[src/sbc_defs.svh]
`ifndef SBC_DEFS_SVH
`define SBC_DEFS_SVH

// Status word bit positions.
`define SBC_BIT_IO 0
`define SBC_BIT_CD 1
`define SBC_BIT_MSG 2
`define SBC_BIT_SEL 3
`define SBC_BIT_BSY 4
`define SBC_BIT_REQ 5
`define SBC_BIT_ACK 6
`define SBC_BIT_ATN 7
`define SBC_BIT_RST 8
`define SBC_BIT_LPAR 9
`define SBC_BIT_HPAR 10
`define SBC_BIT_LPERR 11
`define SBC_BIT_HPERR 12
`define SBC_BIT_WIDTH 15

// Widths and reset values.
`define SBC_STATUS_W 16
`define SBC_MATCH_W 13
`define SBC_STATUS_RST 16'h0000

// Phase codes on message, control/data, input/output.
`define SBC_PH_DATA_OUT 3'h0
`define SBC_PH_DATA_IN 3'h1
`define SBC_PH_COMMAND 3'h2
`define SBC_PH_STATUS 3'h3
`define SBC_PH_MSG_OUT 3'h6
`define SBC_PH_MSG_IN 3'h7

`endif

[src/sbc_pkg.sv]
package sbc_pkg;
    // One-hot bus condition codes.
    typedef enum logic [13:0] {
        SBC_COND_NONE = 14'h0001,
        SBC_COND_RESET = 14'h0002,
        SBC_COND_BUS_FREE = 14'h0004,
        SBC_COND_ARBITRATION = 14'h0008,
        SBC_COND_ATTENTION_ARBITRATION = 14'h0010,
        SBC_COND_SELECTION = 14'h0020,
        SBC_COND_RESELECTION = 14'h0040,
        SBC_COND_DATA_OUT = 14'h0080,
        SBC_COND_DATA_IN = 14'h0100,
        SBC_COND_COMMAND = 14'h0200,
        SBC_COND_STATUS = 14'h0400,
        SBC_COND_MSG_OUT = 14'h0800,
        SBC_COND_MSG_IN = 14'h1000,
        SBC_COND_UNDEFINED_PHASE = 14'h2000
    } sbc_cond_t;

    // Parity error report.
    typedef enum logic [3:0] {
        SBC_PERR_NONE = 4'h1,
        SBC_PERR_LOW = 4'h2,
        SBC_PERR_HIGH = 4'h4,
        SBC_PERR_BOTH = 4'h8
    } sbc_perr_t;
endpackage

[src/sbc_classifier.sv]
`include "sbc_defs.svh"

// Notes on behaviour
// - Input/output direction sits at status bit 0.
// - Control/data sits at status bit 1.
// - Message line sits at status bit 2.
// - Select at bit 3, busy at 4.
// - Bus reset line sits at status bit 8.
// - Low byte odd parity bit at 9.
// - High byte odd parity bit at 10.
// - Low byte parity failure sets bit 11.
// - High byte parity failure sets bit 12.
// - Bus-width selector reported on bit 15.
module sbc_classifier
(
    input wire logic clk_sys,
    input wire logic rstn,
    input wire logic io_pin,
    input wire logic cd_pin,
    input wire logic msg_pin,
    input wire logic sel_pin,
    input wire logic bsy_pin,
    input wire logic req_pin,
    input wire logic ack_pin,
    input wire logic atn_pin,
    input wire logic rst_pin,
    input wire logic [15:0] data_pin,
    input wire logic low_byte_parity_bit_pin,
    input wire logic high_byte_parity_bit_pin,
    input wire logic bus_width_switch,
    output logic [15:0] status_word,
    output logic bus_width_indicator,
    output sbc_pkg::sbc_cond_t condition,
    output sbc_pkg::sbc_perr_t parity_report,
    output logic sample_valid
);
    import sbc_pkg::*;

    // Every pin shares one two-stage synchroniser; the group is 28 bits wide.
    // One shared vector keeps all lines on the same two edges.
    localparam int PIN_W = 28;
    logic [PIN_W-1:0] pins_raw;
    logic [PIN_W-1:0] sync1_r;
    logic [PIN_W-1:0] sync2_r;
    logic [PIN_W-1:0] samp_r;
    logic hs_prev_r;
    logic sample_evt;
    logic s_io, s_cd, s_msg, s_sel, s_bsy, s_req, s_ack, s_atn, s_rst;
    logic [15:0] s_data;
    logic s_lpar, s_hpar, s_width;
    logic lperr, hperr;
    logic [`SBC_MATCH_W-1:0] match_word;
    logic [15:0] status_nxt;
    sbc_cond_t cond_nxt;
    sbc_perr_t perr_nxt;

    assign pins_raw = {bus_width_switch, high_byte_parity_bit_pin, low_byte_parity_bit_pin,
                       data_pin, rst_pin, atn_pin, ack_pin, req_pin, bsy_pin, sel_pin,
                       msg_pin, cd_pin, io_pin};

    // Two flip-flops per pin; only the second stage feeds logic.
    // Bits of a wide bus may settle on different edges; the later sample stage
    // gives them a cycle to agree before a record is taken.
    always_ff @(posedge clk_sys or negedge rstn)
    begin
        if (!rstn)
        begin
            sync1_r <= '0;
            sync2_r <= '0;
        end
        else
        begin
            sync1_r <= pins_raw;
            sync2_r <= sync1_r;
        end
    end

    // The handshake edge is judged between two sampled stages, never against the
    // synchroniser, so data and control in a record have settled with the edge.
    // The previous handshake level is therefore one cycle behind the sample stage.
    always_ff @(posedge clk_sys or negedge rstn)
    begin
        if (!rstn)
        begin
            samp_r <= '0;
            hs_prev_r <= 1'b0;
        end
        else
        begin
            samp_r <= sync2_r;
            hs_prev_r <= samp_r[`SBC_BIT_REQ] | samp_r[`SBC_BIT_ACK];
        end
    end

    // A new sample when req OR ack changes level, or on any change of busy, select, reset,
    // attention. Direction, phase, data and parity lines alone never trigger one:
    // they ride along with the next bus step, which keeps one record per step.
    assign sample_evt = ((samp_r[`SBC_BIT_REQ] | samp_r[`SBC_BIT_ACK]) != hs_prev_r)
                        || (samp_r[`SBC_BIT_SEL] != status_word[`SBC_BIT_SEL])
                        || (samp_r[`SBC_BIT_BSY] != status_word[`SBC_BIT_BSY])
                        || (samp_r[`SBC_BIT_RST] != status_word[`SBC_BIT_RST])
                        || (samp_r[`SBC_BIT_ATN] != status_word[`SBC_BIT_ATN]);

    assign s_io = samp_r[0];
    assign s_cd = samp_r[1];
    assign s_msg = samp_r[2];
    assign s_sel = samp_r[3];
    assign s_bsy = samp_r[4];
    assign s_req = samp_r[5];
    assign s_ack = samp_r[6];
    assign s_atn = samp_r[7];
    assign s_rst = samp_r[8];
    assign s_data = samp_r[24:9];
    assign s_lpar = samp_r[25];
    assign s_hpar = samp_r[26];
    assign s_width = samp_r[27];

    // Odd parity: byte plus parity bit must hold an odd count of ones.
    // Parity is judged on every record, so an idle bus with stray data may show errors.
    assign lperr = ~(^{s_data[7:0], s_lpar});
    assign hperr = ~(^{s_data[15:8], s_hpar});

    // Pack the status word at fixed positions.
    always_comb
    begin
        status_nxt = `SBC_STATUS_RST;
        status_nxt[`SBC_BIT_IO] = s_io;
        status_nxt[`SBC_BIT_CD] = s_cd;
        status_nxt[`SBC_BIT_MSG] = s_msg;
        status_nxt[`SBC_BIT_SEL] = s_sel;
        status_nxt[`SBC_BIT_BSY] = s_bsy;
        status_nxt[`SBC_BIT_REQ] = s_req;
        status_nxt[`SBC_BIT_ACK] = s_ack;
        status_nxt[`SBC_BIT_ATN] = s_atn;
        status_nxt[`SBC_BIT_RST] = s_rst;
        status_nxt[`SBC_BIT_LPAR] = s_lpar;
        status_nxt[`SBC_BIT_HPAR] = s_hpar;
        status_nxt[`SBC_BIT_LPERR] = lperr;
        status_nxt[`SBC_BIT_HPERR] = hperr;
        status_nxt[`SBC_BIT_WIDTH] = s_width;
    end

    // Matching word, errors and parity bits on top of reset and control lines.
    assign match_word = status_nxt[`SBC_MATCH_W-1:0];

    // Bus condition decode; reset has priority, then free, arbitration, selection.
    // Select alone with a handshake already active matches no condition and stays none.
    always_comb
    begin
        cond_nxt = SBC_COND_NONE;
        if (match_word[`SBC_BIT_RST])
            cond_nxt = SBC_COND_RESET;
        else if (!match_word[`SBC_BIT_BSY] && !match_word[`SBC_BIT_SEL])
            cond_nxt = SBC_COND_BUS_FREE;
        else if (match_word[`SBC_BIT_BSY] && match_word[`SBC_BIT_SEL])
            cond_nxt = match_word[`SBC_BIT_ATN] ? SBC_COND_ATTENTION_ARBITRATION
                                                : SBC_COND_ARBITRATION;
        else if (match_word[`SBC_BIT_SEL])
        begin
            if (!match_word[`SBC_BIT_REQ] && !match_word[`SBC_BIT_ACK])
                cond_nxt = match_word[`SBC_BIT_IO] ? SBC_COND_RESELECTION
                                                   : SBC_COND_SELECTION;
        end
        else
        begin
            case (match_word[2:0])
                `SBC_PH_DATA_OUT: cond_nxt = SBC_COND_DATA_OUT;
                `SBC_PH_DATA_IN: cond_nxt = SBC_COND_DATA_IN;
                `SBC_PH_COMMAND: cond_nxt = SBC_COND_COMMAND;
                `SBC_PH_STATUS: cond_nxt = SBC_COND_STATUS;
                `SBC_PH_MSG_OUT: cond_nxt = SBC_COND_MSG_OUT;
                `SBC_PH_MSG_IN: cond_nxt = SBC_COND_MSG_IN;
                default: cond_nxt = SBC_COND_UNDEFINED_PHASE;
            endcase
        end
    end

    // Parity error kind; only meaningful while bus reset is low.
    always_comb
    begin
        perr_nxt = SBC_PERR_NONE;
        if (!match_word[`SBC_BIT_RST])
        begin
            case ({match_word[`SBC_BIT_HPERR], match_word[`SBC_BIT_LPERR]})
                2'h1: perr_nxt = SBC_PERR_LOW;
                2'h2: perr_nxt = SBC_PERR_HIGH;
                2'h3: perr_nxt = SBC_PERR_BOTH;
                default: perr_nxt = SBC_PERR_NONE;
            endcase
        end
    end

    // Status, condition and parity load only on a sample event; sample_valid loads every cycle.
    // Between events they hold, so a reader always sees the last bus step.
    always_ff @(posedge clk_sys or negedge rstn)
    begin
        if (!rstn)
        begin
            status_word <= `SBC_STATUS_RST;
            condition <= SBC_COND_NONE;
            parity_report <= SBC_PERR_NONE;
            sample_valid <= 1'b0;
        end
        else
        begin
            sample_valid <= sample_evt;
            if (sample_evt)
            begin
                status_word <= status_nxt;
                condition <= cond_nxt;
                parity_report <= perr_nxt;
            end
        end
    end

    assign bus_width_indicator = status_word[`SBC_BIT_WIDTH];
endmodule

[config.mk]
export PLATFORM = sky130hd
export DESIGN_NAME = sbc_classifier
export DESIGN_NICKNAME = d
export VERILOG_FILES = /design/src/sbc_pkg.sv /design/src/sbc_classifier.sv
export VERILOG_INCLUDE_DIRS = /design/src
export SDC_FILE = /design/constraint.sdc
export NUM_CORES = 1
export LEC_CHECK = 0
export BUFFER_PORTS_ARGS = -buffer_cell sky130_fd_sc_hd__buf_2
export CAP_MARGIN = 15
export CORE_ASPECT_RATIO = 0.75
export CORE_UTILIZATION = 30
export DETAILED_ROUTE_END_ITERATION = 8
export SYNTH_ARGS = -nofsm -noshare
export SYNTH_HDL_FRONTEND = slang
export SYNTH_SLANG_ARGS = --single-unit
[constraint.sdc]
create_clock -name clk_sys -period 2 [get_ports clk_sys]
set_clock_uncertainty 0.15 [all_clocks]
set_input_delay 0.2 -clock clk_sys [delete_from_list [all_inputs] [get_ports clk_sys]]
set_output_delay 0.2 -clock clk_sys [all_outputs]
set_load 0.005 [all_outputs]
; After elaboration in Yosys (flattened, before gate mapping)
; Cells that the tools add are included.
[totals]
regBits = 118
latchBits = 0
mem_bits_rw = 0
romBits = 0
in_bits = 30
output_inout_bits = 36
word_cells = 48
memories = 0
[classes]
n_addsub = 0
n_mul = 0
n_div = 0
magnitude_cmp = 0
n_eq_ne = 13
shift = 0
mux = 10
n_bitwise = 3
n_reduce_logical = 14
[ops]
columns = op, n
row1 = one-hot mux 14 bit (6 select lines), 1
row2 = two-way mux 14 bit, 4
row3 = parity 9 bit, 2
row4 = two-way mux 7 bit, 2
row5 = one-hot mux 4 bit (3 select lines), 1
row6 = "== test 3 x 2 -> 1 bit, second input constant", 2
row7 = "== test 3 bit, second input constant", 2
row8 = two-way mux 5 bit, 1
row9 = inequality test 1 bit, 5
row10 = "== test 2 bit, second input constant", 2
row11 = zero test 1 bit, 4
row12 = logical OR 1 bit, 4
row13 = two-way mux 4 bit, 1
row14 = "== test 3 x 1 -> 1 bit, second input constant", 1
row15 = logical AND 1 bit, 3
row16 = zero test 3 bit, 1
row17 = "== test 2 x 1 -> 1 bit, second input constant", 1
row18 = inverter 1 bit, 2
row19 = OR 1 bit, 1

; Longest topological paths before layout
; Gate-level depths: netlist (run 1).
[logic_depth]
depth_word = 7
ltp_mapped = 7
ltp_nobuf = 5

; Worst setup path before layout (run 1)
; Ideal clock, no wire load.
[synth_timing]
kind = flip-flop to flip-flop
from = register samp_r[8]
to = register status_word[10]
setup_ns = 0.125
t_arrival_ns = 1.493
t_required_ns = 1.725
path_slack_ns = 0.232
path_stages_with_launch = 7
n_path_buf = 2
period_less_slack_ns = 1.768
cell_sequence = dfrtp_1 -> buf_2 -> xnor2_1 -> nand4_2 -> nor2_4 -> buf_4 -> mux2_2
[synth_via]
elab_chain_len = 3
[synth_lines]
columns = item, line_no
row1 = start: declaration, sbc_classifier.sv:45  ; logic [PIN_W-1:0] samp_r;
row2 = start signal: assignment, sbc_classifier.sv:90  ; samp_r <= sync2_r;
row3 = inequality test 1 bit, sbc_classifier.sv:101  ; || (samp_r[`SBC_BIT_RST] != status_word[`SBC_BIT_RST])
row4 = logical OR 1 bit (2 in series), sbc_classifier.sv:98  ; assign sample_evt = ((samp_r[`SBC_BIT_REQ] | samp_r[`SBC_BIT_ACK]) != hs_prev_r)
row5 = end signal: assignment, sbc_classifier.sv:199  ; status_word <= `SBC_STATUS_RST;
row6 = end signal: assignment, sbc_classifier.sv:209  ; status_word <= status_nxt;
row7 = end: declaration, sbc_classifier.sv:31  ; output logic [15:0] status_word,
; No other way between the ends.
; A chain may end at the register's enable or synchronous reset.

; Worst setup path in the final report (run 1)
[layout_timing]
from = register samp_r[18]
to = register parity_report[1]
[layout_via]
elab_chain_len = 5
word_cells_on_any_way = 7
classes_between = eq/ne: 3 / mux: 2 / bitwise: 1 / reduce/logical: 1
[layout_lines]
columns = item, line_no
row1 = parity 9 bit *, sbc_classifier.sv:121  ; assign hperr = ~(^{s_data[15:8], s_hpar});
row2 = inverter 1 bit *, sbc_classifier.sv:121
row3 = == test 2 bit or == test 2 x 1 -> 1 bit (tied branches), sbc_classifier.sv:184  ; case ({match_word[`SBC_BIT_HPERR], match_word[`SBC_BIT_LPERR]})
row4 = one-hot mux 4 bit (3 select lines) *, sbc_classifier.sv:184
row5 = two-way mux 4 bit *, sbc_classifier.sv:182  ; if (!match_word[`SBC_BIT_RST])
row6 = end signal: assignment, sbc_classifier.sv:211  ; parity_report <= perr_nxt;
row7 = end: declaration, sbc_classifier.sv:34  ; output sbc_pkg::sbc_perr_t parity_report,
; Mark *: on every way between the ends. The rest lies on a longest branch, timed or not.

==> impl_metrics.toml, run 1 <==
[status]
status = "finished, final reports clean"

[synthesis]
synthMuxAreaShare_pct = 2.17
async_flop_share_pct = 100
ys_seq_elements = 117
synth_enable_flop_cells = 0
synth_common_cells = "115 x dfrtp_1, 16 x nand2_1, 12 x xnor2_1, 8 x o31ai_1, 7 x mux2_2"
ys_dominant_reg_cell = "dfrtp_1"
synth_cell_type_count = 29
yosysWarnings = 0
synth_top_family_by_area = "XOR/XNOR gates"
synth_compound_area_share_pct = 4.13
synthAdderAreaFrac_pct = 0
yosys.area.top_type_share_pct = 79.1
synth-seq-area-share_pct = 80.5
syn_inst = 213
syn_area_per_cell_um2 = 17.1
synth_largest_area_cell = "dfrtp_1"
synth-xor-area-share_pct = 5.95
syn_area_um2 = 3640
synth_most_common_cell = "dfrtp_1"
synthTopCellsByArea = "dfrtp_1 79%, xnor2_1 2.9%, mux2_2 2.2%"
synthSimpleGateAreaFrac_pct = 4.64

[die]
coreArea_um2 = 11700
die_w_um = 129
fp.dieH_um = 97.4
start_util_pct = 31.1
boundaryPins = 66
rows = 34
dieArea_um2 = 12600

[timing]
tns_ns = 0
max_freq_mhz = 527
finalHoldViolCount = 0
finalSetupViolCount = 0
rsz0062_at_grt = "no"
period_needed_ns = 1.90
slew_violations = 0
fin_crit_sh_pct = 94.9

[clock_network]
clk_path_buf_depth = 2
clkTransAtPathRegs_ns = 0.05
cts_root_buf = "clkbuf_16"
cts_max_level = 4
cts_resized = 0
clkSinkCount = 117
cts-buffers-inserted = 17
cts_tree = "done"
clk_latency_ns = 0.40

[routing]
viasPerCell = 3.84
num_vias = 1904
wire_per_inst_um = 11.8
drt.antenna.violating_nets = 0
wl_um = 5870
drc = 0
drtPass1Iterations = 4
drt-initial-drc-count = 101

[critical_path]
r2r-start = "samp_r[18]"
cp-start-kind = "flop"
cp-end-kind = "flop"
arrival_ns = 2.03
path_max_fanout = 4
cp_data_required_time_ns = 2.14
critPathKind = "reg -> reg"
cp-startpoint = "samp_r[18]"

[pwr]
p_leak_nw = 2.37
pwr-share-seq_pct = 41.6
p_per_area_nw_per_um2 = 1220
p_int_mw = 4.99
ir_worst_vdd_mv = 0.598
combPwrFrac_pct = 7.0
p_clk_share_pct = 51.4
finalPower_mw = 6.23
switchingPower_mw = 1.24
p_sw_share_pct = 19.9

[grt]
antenna_found_initial = 0
grt_usage_pct = 11.2
grt_start_max_net_pins = 47
grt_pass1_wl_um = 10000
overflow = 0
grt_pass1_vias = 2039

[placed_design]
port_buffers = 63
routabilityCongestion = 0.767
hpwl_um = 3900

[min_path]
hp-class = "in -> async"

[cells_and_area]
areaGrowthSynthToFinish_pct = 40.6
drive_above_1_share_pct = 34.7
nNetsFinal = 351
nFillCells = 1053
seqCellArea_um2 = 2930
final_util_pct = 43.7
multi_input_area_um2 = 622
antenna_cells = 0

[flow_run]
drv_cap = 0
layer usage:
layer	up-vias	global-route usage, %	wire length, um
met5	-	0	0
met4	0	4.62	54
met3	6	7.10	510
met2	63	15.3	2610
met1	916	14.1	2700
li1	919	-	-
placed cells by master, fill, tap and decap left out, drive strengths merged:
cell type    Yosys  routed
a21o             1       1
a21oi            3       3
a22o             2       2
and2b            1       1
buf              9      72
bufinv           0       5
clkbuf           4      23
clkinv           0       2
clkinvlp         0       2
conb             1       2
dfrtp          115     115
dfstp            2       2
dlygate4sd3      0      29
inv              4       4
mux2             7       7
nand2           16      16
nand3            1       1
nand3b           2       2
nand4            1       1
nor2             6       6
nor3             3       3
nor4b            1       1
o21ai            1       1
o31ai            8       8
o41ai            5       5
or3b             1       1
xnor2           15      15
xnor3            2       2
xor2             2       2
per-stage QoR:
step | instance area [um2] | hold slack (ns) | setup slack, ns | cells
after global routing | 5120 | 0.144 | 0.0127 | 496
after detailed placement | 4190 | 0.0162 | 0.118 | 435
after global placement | 4190 | 0.00520 | 0.117 | 435
after floorplan | 3640 | -0.246 | 0.232 | 214
final | 5120 | 0.130 | 0.102 | 496
after CTS | 5120 | 0.125 | 0.0896 | 496
layout make-up:
cell class,instances,share of cell area [%]
sequential,117,57.3
timing repair buffer,101,13.9
multi-input combinational,80,12.2
clock buffer,23,8.95
tap,162,3.96
clock inverter,9,3.42
inverter,4,0.293
worst paths after layout:
path | slack, ns | cells after the start | to
max in group asynchronous | 0.94 | 3 | condition[0]
setup reg to reg | 0.10 | 5 | parity_report[1]
min in group clk_sys | 0.19 | 0 | samp_r[15]
setup / recovery | 0.10 | 5 | parity_report[1]
hold / removal | 0.13 | 2 | sync1_r[16]
hold reg to reg | 0.19 | 0 | samp_r[15]
state kept, by name, indices dropped and copies added (netlist names):
register,count
samp_r,28
sync1_r,28
sync2_r,28
condition,14
status_word,13
parity_report,4
hs_prev_r,1
sample_valid,1
power by group through the flow:
stage	clock network, mW	registers (mW)	logic, mW
after floorplan	0	2.63	0.200
after global placement	0	2.63	0.399
after detailed placement	0	2.63	0.404
after CTS	3.28	2.60	0.450
after global routing	3.43	2.61	0.488
final	3.20	2.59	0.435
what timing repair did:
item / 4_1_cts / 5_1_grt
hold buffers: 29 / 0
endpoints found under the hold margin: 143 / 0
setup buffers: 0 / 0
critical path: stages (launching register included):
cell	delay (ns)
dfrtp_1	0.37
xnor2_1	0.18
xnor3_1	0.46
xnor2_2	0.20
and2b_1	0.19
a22o_2	0.23
kinds of logic after synthesis:
logic type	Yosys count
flip-flops	117
AND/OR/NAND/NOR	32
AO/OA/AOI/OAI	20
XOR/XNOR	19
buffers and inverters	17
multiplexers	7
other	1
Power figures use the tool's default switching activity.
==> run 2, diff against run 1 <==
--- a/config.mk
+++ b/config.mk
@@ -11,6 +11,7 @@
 export CORE_ASPECT_RATIO = 0.75
 export CORE_UTILIZATION = 30
 export DETAILED_ROUTE_END_ITERATION = 8
+export REMOVE_ABC_BUFFERS = 1
 export SYNTH_ARGS = -nofsm -noshare
 export SYNTH_HDL_FRONTEND = slang
 export SYNTH_SLANG_ARGS = --single-unit
==> run 2 against run 1 <==
Sequential power about the same. Wire length up 0.89%. Die area unchanged. Global-route usage down 0.56 points. Clock-buffer cell count down 2. Sequential share of layout area up 0.41 points. Sequential cell count unchanged. Worst hold slack better by 0.065 ns. Critical endpoint unchanged. Largest cell class unchanged.
==> impl_metrics.toml, run 2 (synthesis results as in run 1) <==
[critical_path]
regToRegSetupSlack_ns = 0.14
cp-end-kind = "flop"
cpPeakStageDelay_ns = 0.45
reg2reg_depth = 5
crit_path_cell_trace = "xnor2_1, xnor3_1, xnor2_2, and2b_1, a22o_2"
r2r_end = "parity_report[1]"
cp-start-kind = "flop"
cp_data_required_time_ns = 2.14
path_max_fanout = 4
arrival_ns = 2.00
crit_path_top_delay_cell = "xnor3_1"
critPathKind = "reg -> reg"
r2r-start = "samp_r[18]"

[routing]
drc = 0
wire_per_inst_um = 12.0
wl_um = 5930
drtPass1Iterations = 4
viasPerCell = 3.78
num_vias = 1869
drt-initial-drc-count = 125
drt.antenna.violating_nets = 0

[clock_network]
clk_path_buf_depth = 2
cts_setup_buffers = 0
clk_latency_ns = 0.40
cts_tree = "done"
cts_max_level = 4
clkTransAtPathRegs_ns = 0.05
cts-buffers-inserted = 17
clkSinkCount = 117
cts_root_buf = "clkbuf_16"

[die]
start_util_pct = 31.1
rows = 34
coreArea_um2 = 11700
fp.dieH_um = 97.4
dieArea_um2 = 12600
die_w_um = 129
boundaryPins = 66

[pwr]
finalPower_mw = 6.17
p_per_area_nw_per_um2 = 1210
ir_worst_vdd_mv = 0.597
p_leak_nw = 2.34

[placed_design]
routabilityCongestion = 0.690
dp.cells = 433
hpwl_um = 3690
port_buffers = 63
pre_cts_ws_ns = 0.141

[cells_and_area]
final_common_cell = "dfrtp_1"
drive_above_1_share_pct = 34.9
antenna_cells = 0
areaGrowthSynthToFinish_pct = 39.6
reg_top3 = "samp_r (28), sync1_r (28), sync2_r (28)"
finalNonFillerCells = 494
nFillCells = 1045
final_cell_mix = "115 x dfrtp_1, 62 x buf_2, 29 x dlygate4sd3_1"
nNetsFinal = 349

[timing]
finalHoldViolCount = 0
rsz0062_at_grt = "no"
hold-worst-slack_ns = 0.195
max_slew_margin_pct = 60.7
fin_ws_ns = 0.141
worst_pin_slew_ns = 0.589
period_needed_ns = 1.86
tns_ns = 0
slew_violations = 0
max_freq_mhz = 538
fin_crit_sh_pct = 93.0
finalSetupViolCount = 0

[grt]
grt_pass1_vias = 1903
antenna_found_initial = 0
grt_usage_pct = 10.7
grt_pass1_wl_um = 9560
grt_start_max_net_pins = 118
overflow = 0

[min_path]
holdPathStages = 0
hold_end = "sync2_r[12]"
hp-class = "reg -> reg"
hold_start = "sync1_r[12]"

[flow_run]
drv_cap = 0

[status]
status = "finished, final reports clean"
-- run 2: how the worst max path moves through the flow --
| stage | start | end | slack [ns] | cells after the start |
|---|---|---|---|---|
| final | samp_r[18] | parity_report[1] | 0.14 | 5 |
| after global routing | samp_r[18] | parity_report[1] | 0.03 | 5 |
| after CTS | samp_r[18] | parity_report[1] | 0.13 | 5 |
| after detailed placement | samp_r[18] | parity_report[1] | 0.14 | 5 |
| after global placement | samp_r[22] | parity_report[1] | 0.16 | 5 |
| after floorplan | samp_r[8] | parity_report[1] | -0.10 | 5 |
-- run 2: critical path: cells and delay by family, from the launching register on --
kind / cells / cell delay, ns
AND/OR/NAND/NOR: 1 / 0.19
flip-flops: 1 / 0.37
AO/OA/AOI/OAI: 1 / 0.22
XOR/XNOR: 3 / 0.81
-- run 2: layout make-up --
type / instances / area (um2) / area share [%]
Timing Repair Buffer: 99 / 686 / 13.5
Inverter: 4 / 15.0 / 0.296
Sequential cell: 117 / 2930 / 57.7
Tap cell: 162 / 203 / 3.99
Multi-Input combinational cell: 80 / 622 / 12.2
Clock buffer: 21 / 450 / 8.87
Clock inverter: 11 / 174 / 3.42
-- run 2: metal layers --
| metal | global-route usage (%) | vias up | wire length, um | part of all wire [%] |
|---|---|---|---|---|
| li1 | - | 911 | - | - |
| met1 | 13.0 | 912 | 2720 | 46 |
| met2 | 15.1 | 41 | 2820 | 48 |
| met3 | 5.84 | 5 | 321 | 5.4 |
| met4 | 5.43 | 0 | 60 | 1.0 |
| met5 | 0 | - | 0 | 0 |
-- run 2: timing repair --
action,in CTS,in global routing
endpoints found under the hold margin,143,0
resized for setup,0,0
hold buffers,29,0
-- run 2: where the power goes --
| part | switching [mW] | internal [mW] |
|---|---|---|
| Sequential | 0.0729 | 2.52 |
| Combinational | 0.194 | 0.225 |
| Clock | 1.03 | 2.12 |
| Total | 1.29 | 4.87 |
-- run 2: per-stage QoR --
step / utilization [%] / instance area [um2]
final: 43.4 / 5080
after global routing: 43.4 / 5080
after CTS: 43.4 / 5080
after detailed placement: 35.6 / 4170
after global placement: 35.6 / 4170
after floorplan: - / 3570
==> run 3, diff against run 2 <==
--- a/config.mk
+++ b/config.mk
@@ -10,7 +10,9 @@
 export CAP_MARGIN = 15
 export CORE_ASPECT_RATIO = 0.75
 export CORE_UTILIZATION = 30
+export CTS_CLUSTER_SIZE = 8
 export DETAILED_ROUTE_END_ITERATION = 8
+export RECOVER_POWER = 100
 export REMOVE_ABC_BUFFERS = 1
 export SYNTH_ARGS = -nofsm -noshare
 export SYNTH_HDL_FRONTEND = slang
==> run 3 against run 2 <==
Worst hold slack is essentially flat. Sequential cell count is the same. Cell count is the same. Wire length shrank 0.37%. Combinational power shrank 3%. Core utilization shrank 0.35 points. Critical path depth is the same. Sequential share of layout area grew 0.47 points. Highest routed layer unchanged.
==> impl_metrics.toml, run 3 (synthesis results as in run 1) <==
[status]
status = "finished, final reports clean"

[critical_path]
crit_path_cell_trace = "xnor2_1, xnor3_1, xnor2_2, and2b_1, a22o_2"
crit_path_top_delay_cell = "xnor3_1"
cp-start-kind = "flop"
cp_data_required_time_ns = 2.14
cp-end-kind = "flop"
arrival_ns = 2.00
reg2reg_depth = 5
path_max_fanout = 4
worstSetupEndpoint = "parity_report[1]"
cp-startpoint = "samp_r[18]"
r2r-start = "samp_r[18]"
regToRegSetupSlack_ns = 0.14
r2r_end = "parity_report[1]"
cpPeakStageDelay_ns = 0.45
critPathKind = "reg -> reg"

[clock_network]
cts_setup_buffers = 0
clkTransAtPathRegs_ns = 0.05
cts_root_buf = "clkbuf_16"
cts_tree = "done"
clk_latency_ns = 0.40
clkSinkCount = 117
clk_path_buf_depth = 2
cts_max_level = 4
cts-buffers-inserted = 17

[pwr]
ir_worst_vdd_mv = 0.597
p_leak_nw = 2.28
p_per_area_nw_per_um2 = 1220
finalPower_mw = 6.15

[cells_and_area]
final_common_cell = "dfrtp_1"
final_cell_mix = "115 x dfrtp_1, 50 x buf_2, 29 x dlygate4sd3_1"
final_area_um2 = 5040
nFillCells = 1055
antenna_cells = 0
drive_above_1_share_pct = 29.5
reg_top3 = "samp_r (28), sync1_r (28), sync2_r (28)"
nNetsFinal = 349
finalNonFillerCells = 494
final_util_pct = 43.1
areaGrowthSynthToFinish_pct = 38.5

[placed_design]
pre_cts_ws_ns = 0.141
hpwl_um = 3690
port_buffers = 63
dpl_cell_area_um2 = 4170
routabilityCongestion = 0.690
dp.cells = 433

[timing]
hold-worst-slack_ns = 0.195
period_needed_ns = 1.86
fin_ws_ns = 0.140
tns_ns = 0
finalHoldViolCount = 0
max_freq_mhz = 538
max_slew_margin_pct = 33.6
fin_crit_sh_pct = 93.0
finalSetupViolCount = 0
slew_violations = 0
worst_pin_slew_ns = 0.996
rsz0062_at_grt = "no"

[min_path]
hp-class = "reg -> reg"

[routing]
wire_per_inst_um = 12.0
wl_um = 5900
num_vias = 1872
drc = 0
drtPass1Iterations = 4
drt-initial-drc-count = 114
viasPerCell = 3.79
drt.antenna.violating_nets = 0

[grt]
grt_usage_pct = 10.7
grt_pass1_wl_um = 9560
overflow = 0
grt_pass1_vias = 1903
grt_start_max_net_pins = 118
antenna_found_initial = 0

[die]
die_w_um = 129
boundaryPins = 66
dieArea_um2 = 12600
fp.dieH_um = 97.4
rows = 34
start_util_pct = 31.1
coreArea_um2 = 11700

[flow_run]
drv_cap = 0
==> run 3: how the worst min path moves through the flow <==
stage / from / to / slack, ns / cells past startpoint
global route: sync2_r[27] / samp_r[27] / 0.20 / 0
finish: sync2_r[10] / samp_r[10] / 0.20 / 0
CTS: sync1_r[21] / sync2_r[21] / 0.20 / 0
floorplan: rstn / condition[10] / -0.25 / 0
detailed placement: ack_pin / sync1_r[6] / 0.16 / 1
global placement: data_pin[2] / sync1_r[11] / 0.16 / 1
==> run 3: power breakdown <==
part / internal, mW / leakage, nW / switching, mW / total (mW)
registers: 2.52 / 1.39 / 0.0745 / 2.60
logic: 0.215 / 0.601 / 0.193 / 0.408
clock network: 2.12 / 0.294 / 1.02 / 3.14
==> run 3: critical path, delay by kind of cell (launching register included) <==
| kind | cells | cell delay [ns] |
|---|---|---|
| AOI/OAI and AO/OA | 1 | 0.22 |
| xor gates and xnor gates | 3 | 0.81 |
| DFF | 1 | 0.37 |
| and+or+nand+nor | 1 | 0.19 |
==> run 3: timing repair <==
item                                    CTS  global route
resized for setup                         0             0
hold buffers                             29             0
endpoints found under the hold margin   143             0
endpoints found under the setup margin    0             0
==> run 3: metal layers <==
layer  global-route usage [%]  up-vias  wire length, um
li1                         -      913                -
met4                     5.43        0              102
met3                     5.84       11              374
met5                        0        -                0
met2                     15.1       43             2760
met1                     13.0      905             2670
==> run 3: area by class of cell <==
cell class,count,area [um2],share of cell area [%]
flip-flops and latches,117,2930,58.2
inverters,4,15.0,0.298
multi-input cells,80,616,12.2
well taps,162,203,4.02
clock buffers,21,450,8.94
clock inverters,11,174,3.45
repair buffers,99,651,12.9
